## src/pwr_pkg.sv

```systemverilog
`default_nettype none
// ***************************************************************
// shared types and constants for the power state coordinator
// ***************************************************************
package pwr_pkg;
   // core idle states, binary codes ordered by depth
   typedef enum logic [2:0] {
      C0 = 3'h0,   // executing
      C1 = 3'h1,   // halt
      C2 = 3'h2,   // stop clock
      C3 = 3'h3,   // deeper sleep
      C4 = 3'h4,   // deeper sleep
      C6 = 3'h6    // deep power down
   } core_state_e;
   // chipset link power states
   typedef enum logic [1:0] {
      LINK_L0  = 2'h0,  // full on
      LINK_L0S = 2'h1,  // low exit latency
      LINK_L1  = 2'h2,  // longer exit latency
      LINK_L3  = 2'h3   // powered off
   } link_state_e;
   // memory clock-enable states
   typedef enum logic [1:0] {
      MEM_PWRUP = 2'h0,  // clock enable high
      MEM_PPD   = 2'h1,  // precharge powerdown
      MEM_APD   = 2'h2,  // active powerdown
      MEM_SR    = 2'h3   // self refresh
   } mem_state_e;
   // system sleep states
   typedef enum logic [1:0] {
      S0 = 2'h0,
      S3 = 2'h1,
      S4 = 2'h2,
      S5 = 2'h3
   } sleep_state_e;
   // display device states
   typedef enum logic {
      D0 = 1'h0,
      D3 = 1'h1
   } disp_state_e;
   // per-thread deep power down sequence
   typedef enum logic [2:0] {
      TH_RUN     = 3'h0,  // normal
      TH_FLUSH   = 3'h1,  // cache flush in progress
      TH_SAVE    = 3'h2,  // context copy to on-die memory
      TH_DOWN    = 3'h3,  // thread in deep power down
      TH_RESTORE = 3'h4   // context read back
   } thread_state_e;
   // status bundle seen by external logic
   typedef struct packed {
      core_state_e  core;
      link_state_e  link;
      mem_state_e   mem;
      disp_state_e  disp;
      sleep_state_e sleep;
   } status_s;
   localparam int THREADS   = 2;   // hardware threads
   localparam int CTX_W     = 32;  // context word width
   localparam int CTX_DEPTH = 16;  // context words per thread
   localparam int CTX_AW    = 4;   // context address width
   localparam logic [CTX_AW-1:0] CTX_LAST = 4'hF;  // last word index
endpackage
`default_nettype wire

```

## src/ctx_store.sv

```systemverilog
`default_nettype none
// ***************************************************************
// per-thread context memory on the retained plane
// ***************************************************************
module ctx_store (
   input  wire logic                      sys_clk_in,  // clock
   input  wire logic                      wr_en_in,    // write strobe
   input  wire logic [pwr_pkg::CTX_AW-1:0] wr_addr_in, // write address
   input  wire logic [pwr_pkg::CTX_W-1:0]  wr_data_in, // write data
   input  wire logic [pwr_pkg::CTX_AW-1:0] rd_addr_in, // read address
   output logic      [pwr_pkg::CTX_W-1:0]  rd_data_out // registered read
);
   import pwr_pkg::*;
   // storage array, no reset: contents survive core power removal
   logic [CTX_W-1:0] mem_q [CTX_DEPTH];
   // write port
   always_ff @(posedge sys_clk_in) begin
      if (wr_en_in) begin
         mem_q[wr_addr_in] <= wr_data_in;
      end
   end
   // read port, data out of a register
   always_ff @(posedge sys_clk_in) begin
      rd_data_out <= mem_q[rd_addr_in];
   end
endmodule
`default_nettype wire

```

## src/power_state_coordinator.sv

```systemverilog
`default_nettype none
module power_state_coordinator (
   input  wire logic                 sys_clk_in,      // clock
   input  wire logic                 sys_rst_in,      // sync reset, high
   input  wire pwr_pkg::core_state_e thr_req_in [2],  // thread requests
   input  wire logic                 ext_req_in,      // extended C-states
   input  wire pwr_pkg::sleep_state_e sleep_in,       // system sleep state
   input  wire pwr_pkg::link_state_e link_req_in,     // link state wanted
   input  wire logic                 disp_off_req_in, // display off wanted
   input  wire logic                 mem_idle_in,     // no memory traffic
   input  wire logic                 bank_open_in,    // any bank open
   input  wire logic                 mem_sr_req_in,   // self refresh wanted
   input  wire logic [1:0]           flush_done_in,   // per-thread flush done
   input  wire logic [1:0][pwr_pkg::CTX_W-1:0] ctx_data_in, // save data
   output logic      [1:0]           flush_req_out,   // per-thread flush
   output logic      [1:0]           ctx_rd_valid_out,// restore data valid
   output logic      [1:0][pwr_pkg::CTX_W-1:0] ctx_rd_data_out, // restore
   output logic                      mem_cke_out,     // memory clock enable
   output logic                      mem_sr_out,      // self refresh command
   output logic                      core_clk_stop_out, // core clock gated
   output logic                      proc_clk_stop_out, // processor clock off
   output logic                      low_volt_out,    // reduced voltage
   output logic                      core_volt_off_out, // core rail off
   output logic                      lfm_out,         // low freq/volt point
   output logic                      l2_shrink_out,   // cache shrink pulse
   output logic                      uncore_off_out,  // uncore power removed
   output pwr_pkg::status_s          status_out       // current states
);
   import pwr_pkg::*;

   // ***************************************************************
   // helper functions
   // ***************************************************************
   // shallower of two core states
   function automatic core_state_e shallow(input core_state_e a,
                                           input core_state_e b);
      shallow = (a < b) ? a : b;
   endfunction
   // system asleep (S3, S4 or S5)
   function automatic logic asleep(input sleep_state_e s);
      asleep = (s != S0);
   endfunction

   // ***************************************************************
   // per-thread deep power down sequence
   // ***************************************************************
   thread_state_e     th_q   [2];        // thread sequencer state
   logic [CTX_AW-1:0] cnt_q  [2];        // context word counter
   logic [1:0]        done_now;          // save finishing this cycle
   core_state_e       eff    [2];        // effective thread state

   genvar t;
   generate
      for (t = 0; t < THREADS; t++) begin : g_thr
         ctx_store u_ctx (
            .sys_clk_in  (sys_clk_in),
            .wr_en_in    (th_q[t] == TH_SAVE),
            .wr_addr_in  (cnt_q[t]),
            .wr_data_in  (ctx_data_in[t]),
            .rd_addr_in  (cnt_q[t]),
            .rd_data_out (ctx_rd_data_out[t])
         );
         assign done_now[t] = (th_q[t] == TH_SAVE) && (cnt_q[t] == CTX_LAST);
         always_ff @(posedge sys_clk_in) begin
            if (sys_rst_in) begin
               th_q[t]  <= TH_RUN;
               cnt_q[t] <= '0;
            end else begin
               case (th_q[t])
                  TH_RUN: begin
                     cnt_q[t] <= '0;
                     if (thr_req_in[t] == C6) begin
                        th_q[t] <= TH_FLUSH;
                     end
                  end
                  TH_FLUSH: begin
                     // wait for the cache flush to complete
                     if (flush_done_in[t]) begin
                        th_q[t] <= TH_SAVE;
                     end
                  end
                  TH_SAVE: begin
                     // one context word per cycle
                     cnt_q[t] <= cnt_q[t] + 4'h1;
                     if (done_now[t]) begin
                        th_q[t] <= TH_DOWN;
                     end
                  end
                  TH_DOWN: begin
                     cnt_q[t] <= '0;
                     if (thr_req_in[t] != C6) begin
                        th_q[t] <= TH_RESTORE;
                     end
                  end
                  TH_RESTORE: begin
                     // read back every word, then resume
                     cnt_q[t] <= cnt_q[t] + 4'h1;
                     if (cnt_q[t] == CTX_LAST) begin
                        th_q[t] <= TH_RUN;
                     end
                  end
                  default: th_q[t] <= TH_RUN;
               endcase
            end
         end
         // restore data valid one cycle after its read address
         always_ff @(posedge sys_clk_in) begin
            ctx_rd_valid_out[t] <= !sys_rst_in && (th_q[t] == TH_RESTORE);
         end
         // flush request to the core while flushing
         assign flush_req_out[t] = (th_q[t] == TH_FLUSH);
         // a thread counts as deep down only once saved
         always_comb begin
            if (th_q[t] == TH_DOWN) begin
               eff[t] = C6;
            end else if (th_q[t] == TH_RESTORE) begin
               eff[t] = C0;
            end else if (thr_req_in[t] == C6) begin
               eff[t] = C4;   // still flushing or saving
            end else begin
               eff[t] = thr_req_in[t];
            end
         end
      end
   endgenerate

   // ***************************************************************
   // level-two cache shrink by the last thread down
   // ***************************************************************
   logic all_down_next;   // both threads down after this cycle
   assign all_down_next = ((th_q[0] == TH_DOWN) || done_now[0]) &&
                          ((th_q[1] == TH_DOWN) || done_now[1]);
   always_ff @(posedge sys_clk_in) begin
      l2_shrink_out <= !sys_rst_in && all_down_next && (|done_now);
   end

   // ***************************************************************
   // core state and clock / voltage controls
   // ***************************************************************
   core_state_e core_d;   // resolved core state
   core_state_e core_q;   // registered core state
   assign core_d = shallow(eff[0], eff[1]);
   // registered core state for status
   always_ff @(posedge sys_clk_in) begin
      core_q <= sys_rst_in ? C0 : core_d;
   end
   // decode clock and voltage controls from the next core state
   always_ff @(posedge sys_clk_in) begin
      core_clk_stop_out <= !sys_rst_in && (core_d >= C2);
      proc_clk_stop_out <= !sys_rst_in && (core_d >= C3);
      low_volt_out      <= !sys_rst_in && (core_d inside {C3, C4});
      core_volt_off_out <= !sys_rst_in && (core_d == C6);
      lfm_out           <= !sys_rst_in && ext_req_in &&
                           (core_d inside {C1, C2, C4});
   end

   // ***************************************************************
   // memory clock-enable states
   // ***************************************************************
   mem_state_e mem_d;   // next memory state
   mem_state_e mem_q;   // memory state
   always_comb begin
      if (mem_sr_req_in || asleep(sleep_in)) begin
         mem_d = MEM_SR;      // contents kept by the device itself
      end else if (!mem_idle_in) begin
         mem_d = MEM_PWRUP;   // traffic pending
      end else if (!bank_open_in) begin
         mem_d = MEM_PPD;
      end else begin
         mem_d = MEM_APD;
      end
   end
   // registered memory state and pin levels, enable high in reset
   always_ff @(posedge sys_clk_in) begin
      mem_q       <= sys_rst_in ? MEM_PWRUP : mem_d;
      mem_cke_out <= sys_rst_in || (mem_d == MEM_PWRUP);
      mem_sr_out  <= !sys_rst_in && (mem_d == MEM_SR);
   end

   // ***************************************************************
   // chipset link, display and uncore states
   // ***************************************************************
   link_state_e link_d;   // permitted link state
   link_state_e link_q;   // link state
   disp_state_e disp_q;   // display state
   always_comb begin
      if (asleep(sleep_in)) begin
         link_d = LINK_L3;
      end else if (link_req_in == LINK_L1) begin
         link_d = (core_d >= C2 && core_d <= C4) ? LINK_L1 : LINK_L0S;
      end else if (link_req_in == LINK_L3) begin
         link_d = LINK_L0S;   // L3 refused while running
      end else begin
         link_d = link_req_in;
      end
   end
   // registered link, display and uncore states
   always_ff @(posedge sys_clk_in) begin
      link_q         <= sys_rst_in ? LINK_L0 : link_d;
      disp_q         <= sys_rst_in ? D0 :
                        (disp_off_req_in || asleep(sleep_in)) ? D3 : D0;
      uncore_off_out <= !sys_rst_in && asleep(sleep_in);
   end

   assign status_out = '{core: core_q, link: link_q, mem: mem_q,
                         disp: disp_q, sleep: sleep_in};

   // helper: consecutive save cycles of thread 0
   logic [4:0] save_run_q;   // save cycles counted so far
   always_ff @(posedge sys_clk_in) begin
      save_run_q <= (!sys_rst_in && th_q[0] == TH_SAVE) ?
                    save_run_q + 5'h01 : 5'h00;
   end
endmodule
`default_nettype wire

```

## config.mk

```make
export PLATFORM = sky130hd
export DESIGN_NAME = power_state_coordinator
export DESIGN_NICKNAME = d
export VERILOG_FILES = /design/src/pwr_pkg.sv /design/src/ctx_store.sv /design/src/power_state_coordinator.sv
export SDC_FILE = /design/constraint.sdc
export NUM_CORES = 1
export LEC_CHECK = 0
export BUFFER_PORTS_ARGS = -buffer_cell sky130_fd_sc_hd__buf_2
export CELL_PAD_IN_SITES_DETAIL_PLACEMENT = 1
export CELL_PAD_IN_SITES_GLOBAL_PLACEMENT = 1
export CORE_ASPECT_RATIO = 1.1
export CORE_MARGIN = 5
export CORE_UTILIZATION = 35
export DETAILED_ROUTE_END_ITERATION = 12
export GPL_TIMING_DRIVEN = 0
export PLACE_DENSITY = 0.63
export SLEW_MARGIN = 20
export SYNTH_ARGS = -nofsm -noshare
export SYNTH_HDL_FRONTEND = slang
export SYNTH_SLANG_ARGS = --single-unit
```

## constraint.sdc

```tcl
create_clock -name sys_clk_in -period 4.2 [get_ports sys_clk_in]
set_input_delay 1.26 -clock sys_clk_in [delete_from_list [all_inputs] [get_ports sys_clk_in]]
set_output_delay 1.26 -clock sys_clk_in [all_outputs]
set_load 0.02 [all_outputs]
```

==> results_tabular.tex <==
\begin{tabular}{lr}
\hline
Metric & Value \\
\hline
\multicolumn{2}{l}{\textbf{Run status}} \\
\quad Status & finished, final reports clean \\
\multicolumn{2}{l}{\textbf{Timing}} \\
\quad Highest attainable clock frequency & 270 MHz \\
\quad Final clock period utilization by the worst path & 88.1\% \\
\quad Final Worst Setup Slack & 499 ps \\
\quad Slew Limit Headroom & 28.7\% \\
\quad Min cycle time layout & 3700 ps \\
\quad Slew of the pin with the lowest slew margin & 1070 ps \\
\quad \# setup viols final & 0 \\
\quad Number of hold violations in the final report & 0 \\
\quad Setup total negative slack & 0 ps \\
\quad Largest clock skew in the final design & 40.0 ps \\
\quad Unrepaired setup endpoints after global routing & false \\
\quad Max-slew violation count & 0 \\
\multicolumn{2}{l}{\textbf{CTS}} \\
\quad Number of buffers on the longest clock path & 3 \\
\quad Clock slew at reported path FFs & 60 ps \\
\quad TritonCTS Sinks & 1121 \\
\quad Clock tree from TritonCTS & yes \\
\quad Setup Fix Bufs, Post-CTS & 0 \\
\quad Post\_cts resized & 0 \\
\quad Clock Latency Late Sink & 720 ps \\
\quad CTS Hold Buffers Added & 0 \\
\quad Inserted Clock Buffers & 110 \\
\quad H-tree levels & 3 \\
\quad Cell at the root of the clock tree & sky130\_fd\_sc\_hd\_\_clkbuf\_16 \\
\multicolumn{2}{l}{\textbf{Global route}} \\
\quad Number of antenna violations at the first check in global routing & 26 \\
\quad Largest net degree at the start of global routing & 18 \\
\quad Remaining global-route overflow & 0 \\
\quad Number of global-route vias before repair & 21200 \\
\quad Global-route wire length before repair & 151000 µm \\
\quad Gr usage total & 16.6\% \\
\multicolumn{2}{l}{\textbf{Layout}} \\
\quad Layout cell share with drive strength beyond 1 & 37.3\% \\
\quad Final standard cell utilization of the core & 42.3\% \\
\quad Final Non-Filler Cells & 3751 \\
\quad Signed area change from the synthesized netlist to the final layout & 19.8\% \\
\quad Most frequent cells in the layout & sky130\_fd\_sc\_hd\_\_edfxtp\_1, sky130\_fd\_sc\_hd\_\_mux4\_2, sky130\_fd\_sc\_hd\_\_buf\_2, sky130\_fd\_sc\_hd\_\_clkbuf\_16, sky130\_fd\_sc\_hd\_\_dfxtp\_1 \\
\quad Final net count & 2198 \\
\quad Most common cell after layout, fill and taps aside & sky130\_fd\_sc\_hd\_\_edfxtp\_1 \\
\multicolumn{2}{l}{\textbf{Placement}} \\
\quad Cell count after placement & 3533 \\
\quad DP Worst Slack & 481 ps \\
\quad Port-buffer cells & 169 \\
\quad RePlAce Congestion & 0.730 \\
\quad Detailed placement HPWL & 69400 µm \\
\multicolumn{2}{l}{\textbf{Logic synthesis}} \\
\quad Leading register cell type out of synthesis & sky130\_fd\_sc\_hd\_\_edfxtp\_1 \\
\quad Syn avg cell area & 24.0 µm² \\
\quad Fraction of the yosys area taken by sequential cells & 78.9\% \\
\quad Mapped Nets & 1826 \\
\quad Synth Register Bits & 1121 \\
\quad Count of distinct cell types in the synthesized netlist & 48 \\
\quad Dominant cells by area after synthesis & sky130\_fd\_sc\_hd\_\_edfxtp\_1, sky130\_fd\_sc\_hd\_\_mux4\_2, sky130\_fd\_sc\_hd\_\_dfxtp\_1 \\
\quad Warning count from the yosys run & 0 \\
\quad Number of flops mapped to enable cells by yosys & 1038 \\
\quad Cell type with the highest aggregate area in the netlist & sky130\_fd\_sc\_hd\_\_edfxtp\_1 \\
\quad Cell area after technology mapping & 0.0416 mm² \\
\quad Synth top area share & 74.9\% \\
\quad Async set or reset register ratio after synthesis & 0\% \\
\quad Gate count after technology mapping & 1732 \\
\multicolumn{2}{l}{\textbf{Setup path}} \\
\quad Required time of the worst setup path & 4590 ps \\
\quad Crit-path slowest cell & sky130\_fd\_sc\_hd\_\_nor3\_2 \\
\quad Crit end category & flip-flop \\
\quad Maximum single-stage delay on the critical path & 650 ps \\
\quad Category of the worst setup path launch point & flip-flop \\
\quad Worst-path maximum fanout & 10 \\
\quad WP data arrival & 4090 ps \\
\quad Crit path from & cnt\_q[1][1] \\
\quad Buffers plus inverters on the worst setup path & 6 \\
\quad Reg-to-reg startpoint & cnt\_q[1][1] \\
\quad Most frequent CP cell & sky130\_fd\_sc\_hd\_\_buf\_4 \\
\quad Gate family responsible for the most delay along the worst path & buffers and inverters \\
\quad Chain of cells forming the critical path & clkbuf\_1, clkbuf\_1, inv\_1, ha\_1, nand2\_1, nor3\_2, buf\_4, buf\_4, buf\_4 \\
\quad Crit Path Category & reg -> reg \\
\multicolumn{2}{l}{\textbf{Min path}} \\
\quad Hold/Removal Path Class & reg -> reg \\
\quad Worst min-delay path startpoint & th\_q[1][0] \\
\multicolumn{2}{l}{\textbf{Die}} \\
\quad Die width & 339 µm \\
\quad Initial standard-cell utilization of the core & 35.3\% \\
\quad Std-Cell Core Area & 0.118 mm² \\
\quad Total Die Area & 0.126 mm² \\
\quad Num ports & 170 \\
\quad Cell row count & 132 \\
\quad Die height & 372 µm \\
\multicolumn{2}{l}{\textbf{Pwr}} \\
\quad Total Power & 27.1 mW \\
\quad Switching part of the total power & 24.9\% \\
\quad Fraction of power consumed by the clock network & 37.0\% \\
\quad Register share of total power & 47.5\% \\
\quad Leakage & 15.8 nW \\
\quad Part of the power in combinational logic & 15.4\% \\
\quad Total power divided by cell area & 543 mW/mm² \\
\quad Internal power & 20.3 mW \\
\quad Sw power & 6.75 mW \\
\quad IR drop worst, VDD & 0.396 mV \\
\multicolumn{2}{l}{\textbf{Detailed routing}} \\
\quad Number of vias after detailed routing & 19500 \\
\quad Number of optimization iterations in the first detailed-route pass & 5 \\
\quad Detailed Route WL & 104000 µm \\
\quad Post-route DRC violation count & 0 \\
\quad Average vias per placed instance & 5.20 \\
\quad Detailed router's first-iteration violation count & 1852 \\
\quad Routed wirelength normalized by instance count & 27.8 µm \\
\quad Remaining number of nets flagged by the antenna check after routing & 0 \\
\multicolumn{2}{l}{\textbf{Run}} \\
\quad Maxcap violations & 0 \\
\hline
\end{tabular}
==> per-stage QoR <==
stage,area [µm²],hold slack [ps]
6_report,49900,646
5_1_grt,49800,664
4_1_cts,49800,637
3_5_place_dp,46100,607
3_3_place_gp,44400,612
2_1_floorplan,41600,553
==> layer usage <==
metal / GRT usage, % / vias up / share of wire, %
met2: 29.1 / 599 / 52
met3: 4.06 / 149 / 6.7
li1: - / 8133 / -
met1: 20.7 / 10600 / 39
met5: 0 / - / 0.099
met4: 4.20 / 16 / 2.1
==> area by class of cell <==
type	count	area, µm²
Multi-Input combinational cell	508	8570
Clock buffer	148	3000
Clock inverter	59	723
Buffer	91	418
Inverter	12	45.0
Sequential cell	1121	32800
Antenna cell	11	27.5
Fill cell	11000	68100
Tap cell	1541	1930
Timing Repair Buffer	260	2330
==> worst register-to-register path, cell delays in order (launching register included) <==
cell                       delay, ps
sky130_fd_sc_hd__edfxtp_1        560
sky130_fd_sc_hd__clkbuf_1        360
sky130_fd_sc_hd__clkbuf_1        500
sky130_fd_sc_hd__inv_1           220
sky130_fd_sc_hd__ha_1            180
sky130_fd_sc_hd__nand2_1         230
sky130_fd_sc_hd__nor3_2          650
sky130_fd_sc_hd__buf_4           290
sky130_fd_sc_hd__buf_4           200
sky130_fd_sc_hd__buf_4           220
==> state kept, by name, indices dropped and copies added, names as in the netlist, 2 cells and up <==
signal	count
g_thr.u_ctx.mem_q	1024
g_thr.u_ctx.rd_data_out	64
cnt_q	8
th_q	6
core_q	3
ctx_rd_valid_out	2
link_q	2
mem_q	2
==> path summary, 6_finish.rpt <==
check / endpoint / slack (ps) / cells past startpoint
max: g_thr[1].u_ctx.mem_q[0][6] / 500 / 9
min: ctx_rd_valid_out[1] / 650 / 2
max reg2reg: g_thr[1].u_ctx.mem_q[0][6] / 500 / 9
min reg2reg: ctx_rd_valid_out[1] / 650 / 2
==> logic make-up after synthesis <==
| kind of cell | synth area share (%) |
|---|---|
| xor+xnor | 0.105 |
| mux | 17.4 |
| flops | 78.9 |
| buf+inv | 1.10 |
| fa+ha+maj | 0.331 |
| simple gates | 1.56 |
| compound gates | 0.697 |
==> power groups by stage <==
stage	logic (mW)	registers, mW	clock network (mW)
2_1_floorplan	2.35	13.4	0
3_5_place_dp	4.27	13.1	0
5_1_grt	4.46	12.9	10.8
3_3_place_gp	4.07	13.1	0
6_report	4.18	12.9	10.0
4_1_cts	4.28	12.9	10.3
==> cell usage after synthesis (2+ instances only) <==
cell / number
sky130_fd_sc_hd__edfxtp_1: 1038
sky130_fd_sc_hd__o211ai_1: 2
sky130_fd_sc_hd__a21oi_1: 13
sky130_fd_sc_hd__nand3_1: 8
sky130_fd_sc_hd__a31oi_1: 2
sky130_fd_sc_hd__a21o_1: 5
sky130_fd_sc_hd__clkbuf_1: 49
sky130_fd_sc_hd__ha_1: 11
sky130_fd_sc_hd__dfxtp_1: 83
sky130_fd_sc_hd__nor3b_1: 4
sky130_fd_sc_hd__nand2b_1: 12
sky130_fd_sc_hd__buf_6: 2
sky130_fd_sc_hd__buf_2: 32
sky130_fd_sc_hd__or3_1: 2
sky130_fd_sc_hd__xnor2_1: 3
sky130_fd_sc_hd__nor2_1: 53
sky130_fd_sc_hd__o21ai_0: 6
sky130_fd_sc_hd__nand2_1: 16
sky130_fd_sc_hd__buf_4: 4
sky130_fd_sc_hd__nor2b_1: 6
sky130_fd_sc_hd__xor2_1: 2
sky130_fd_sc_hd__buf_1: 4
sky130_fd_sc_hd__o2111ai_1: 2
sky130_fd_sc_hd__inv_1: 12
sky130_fd_sc_hd__nor3_1: 14
sky130_fd_sc_hd__and3_1: 2
sky130_fd_sc_hd__nor4_1: 3
sky130_fd_sc_hd__nand3b_1: 2
sky130_fd_sc_hd__a211o_1: 2
sky130_fd_sc_hd__mux4_2: 320
No activity file was read; power rests on OpenSTA's default activity.
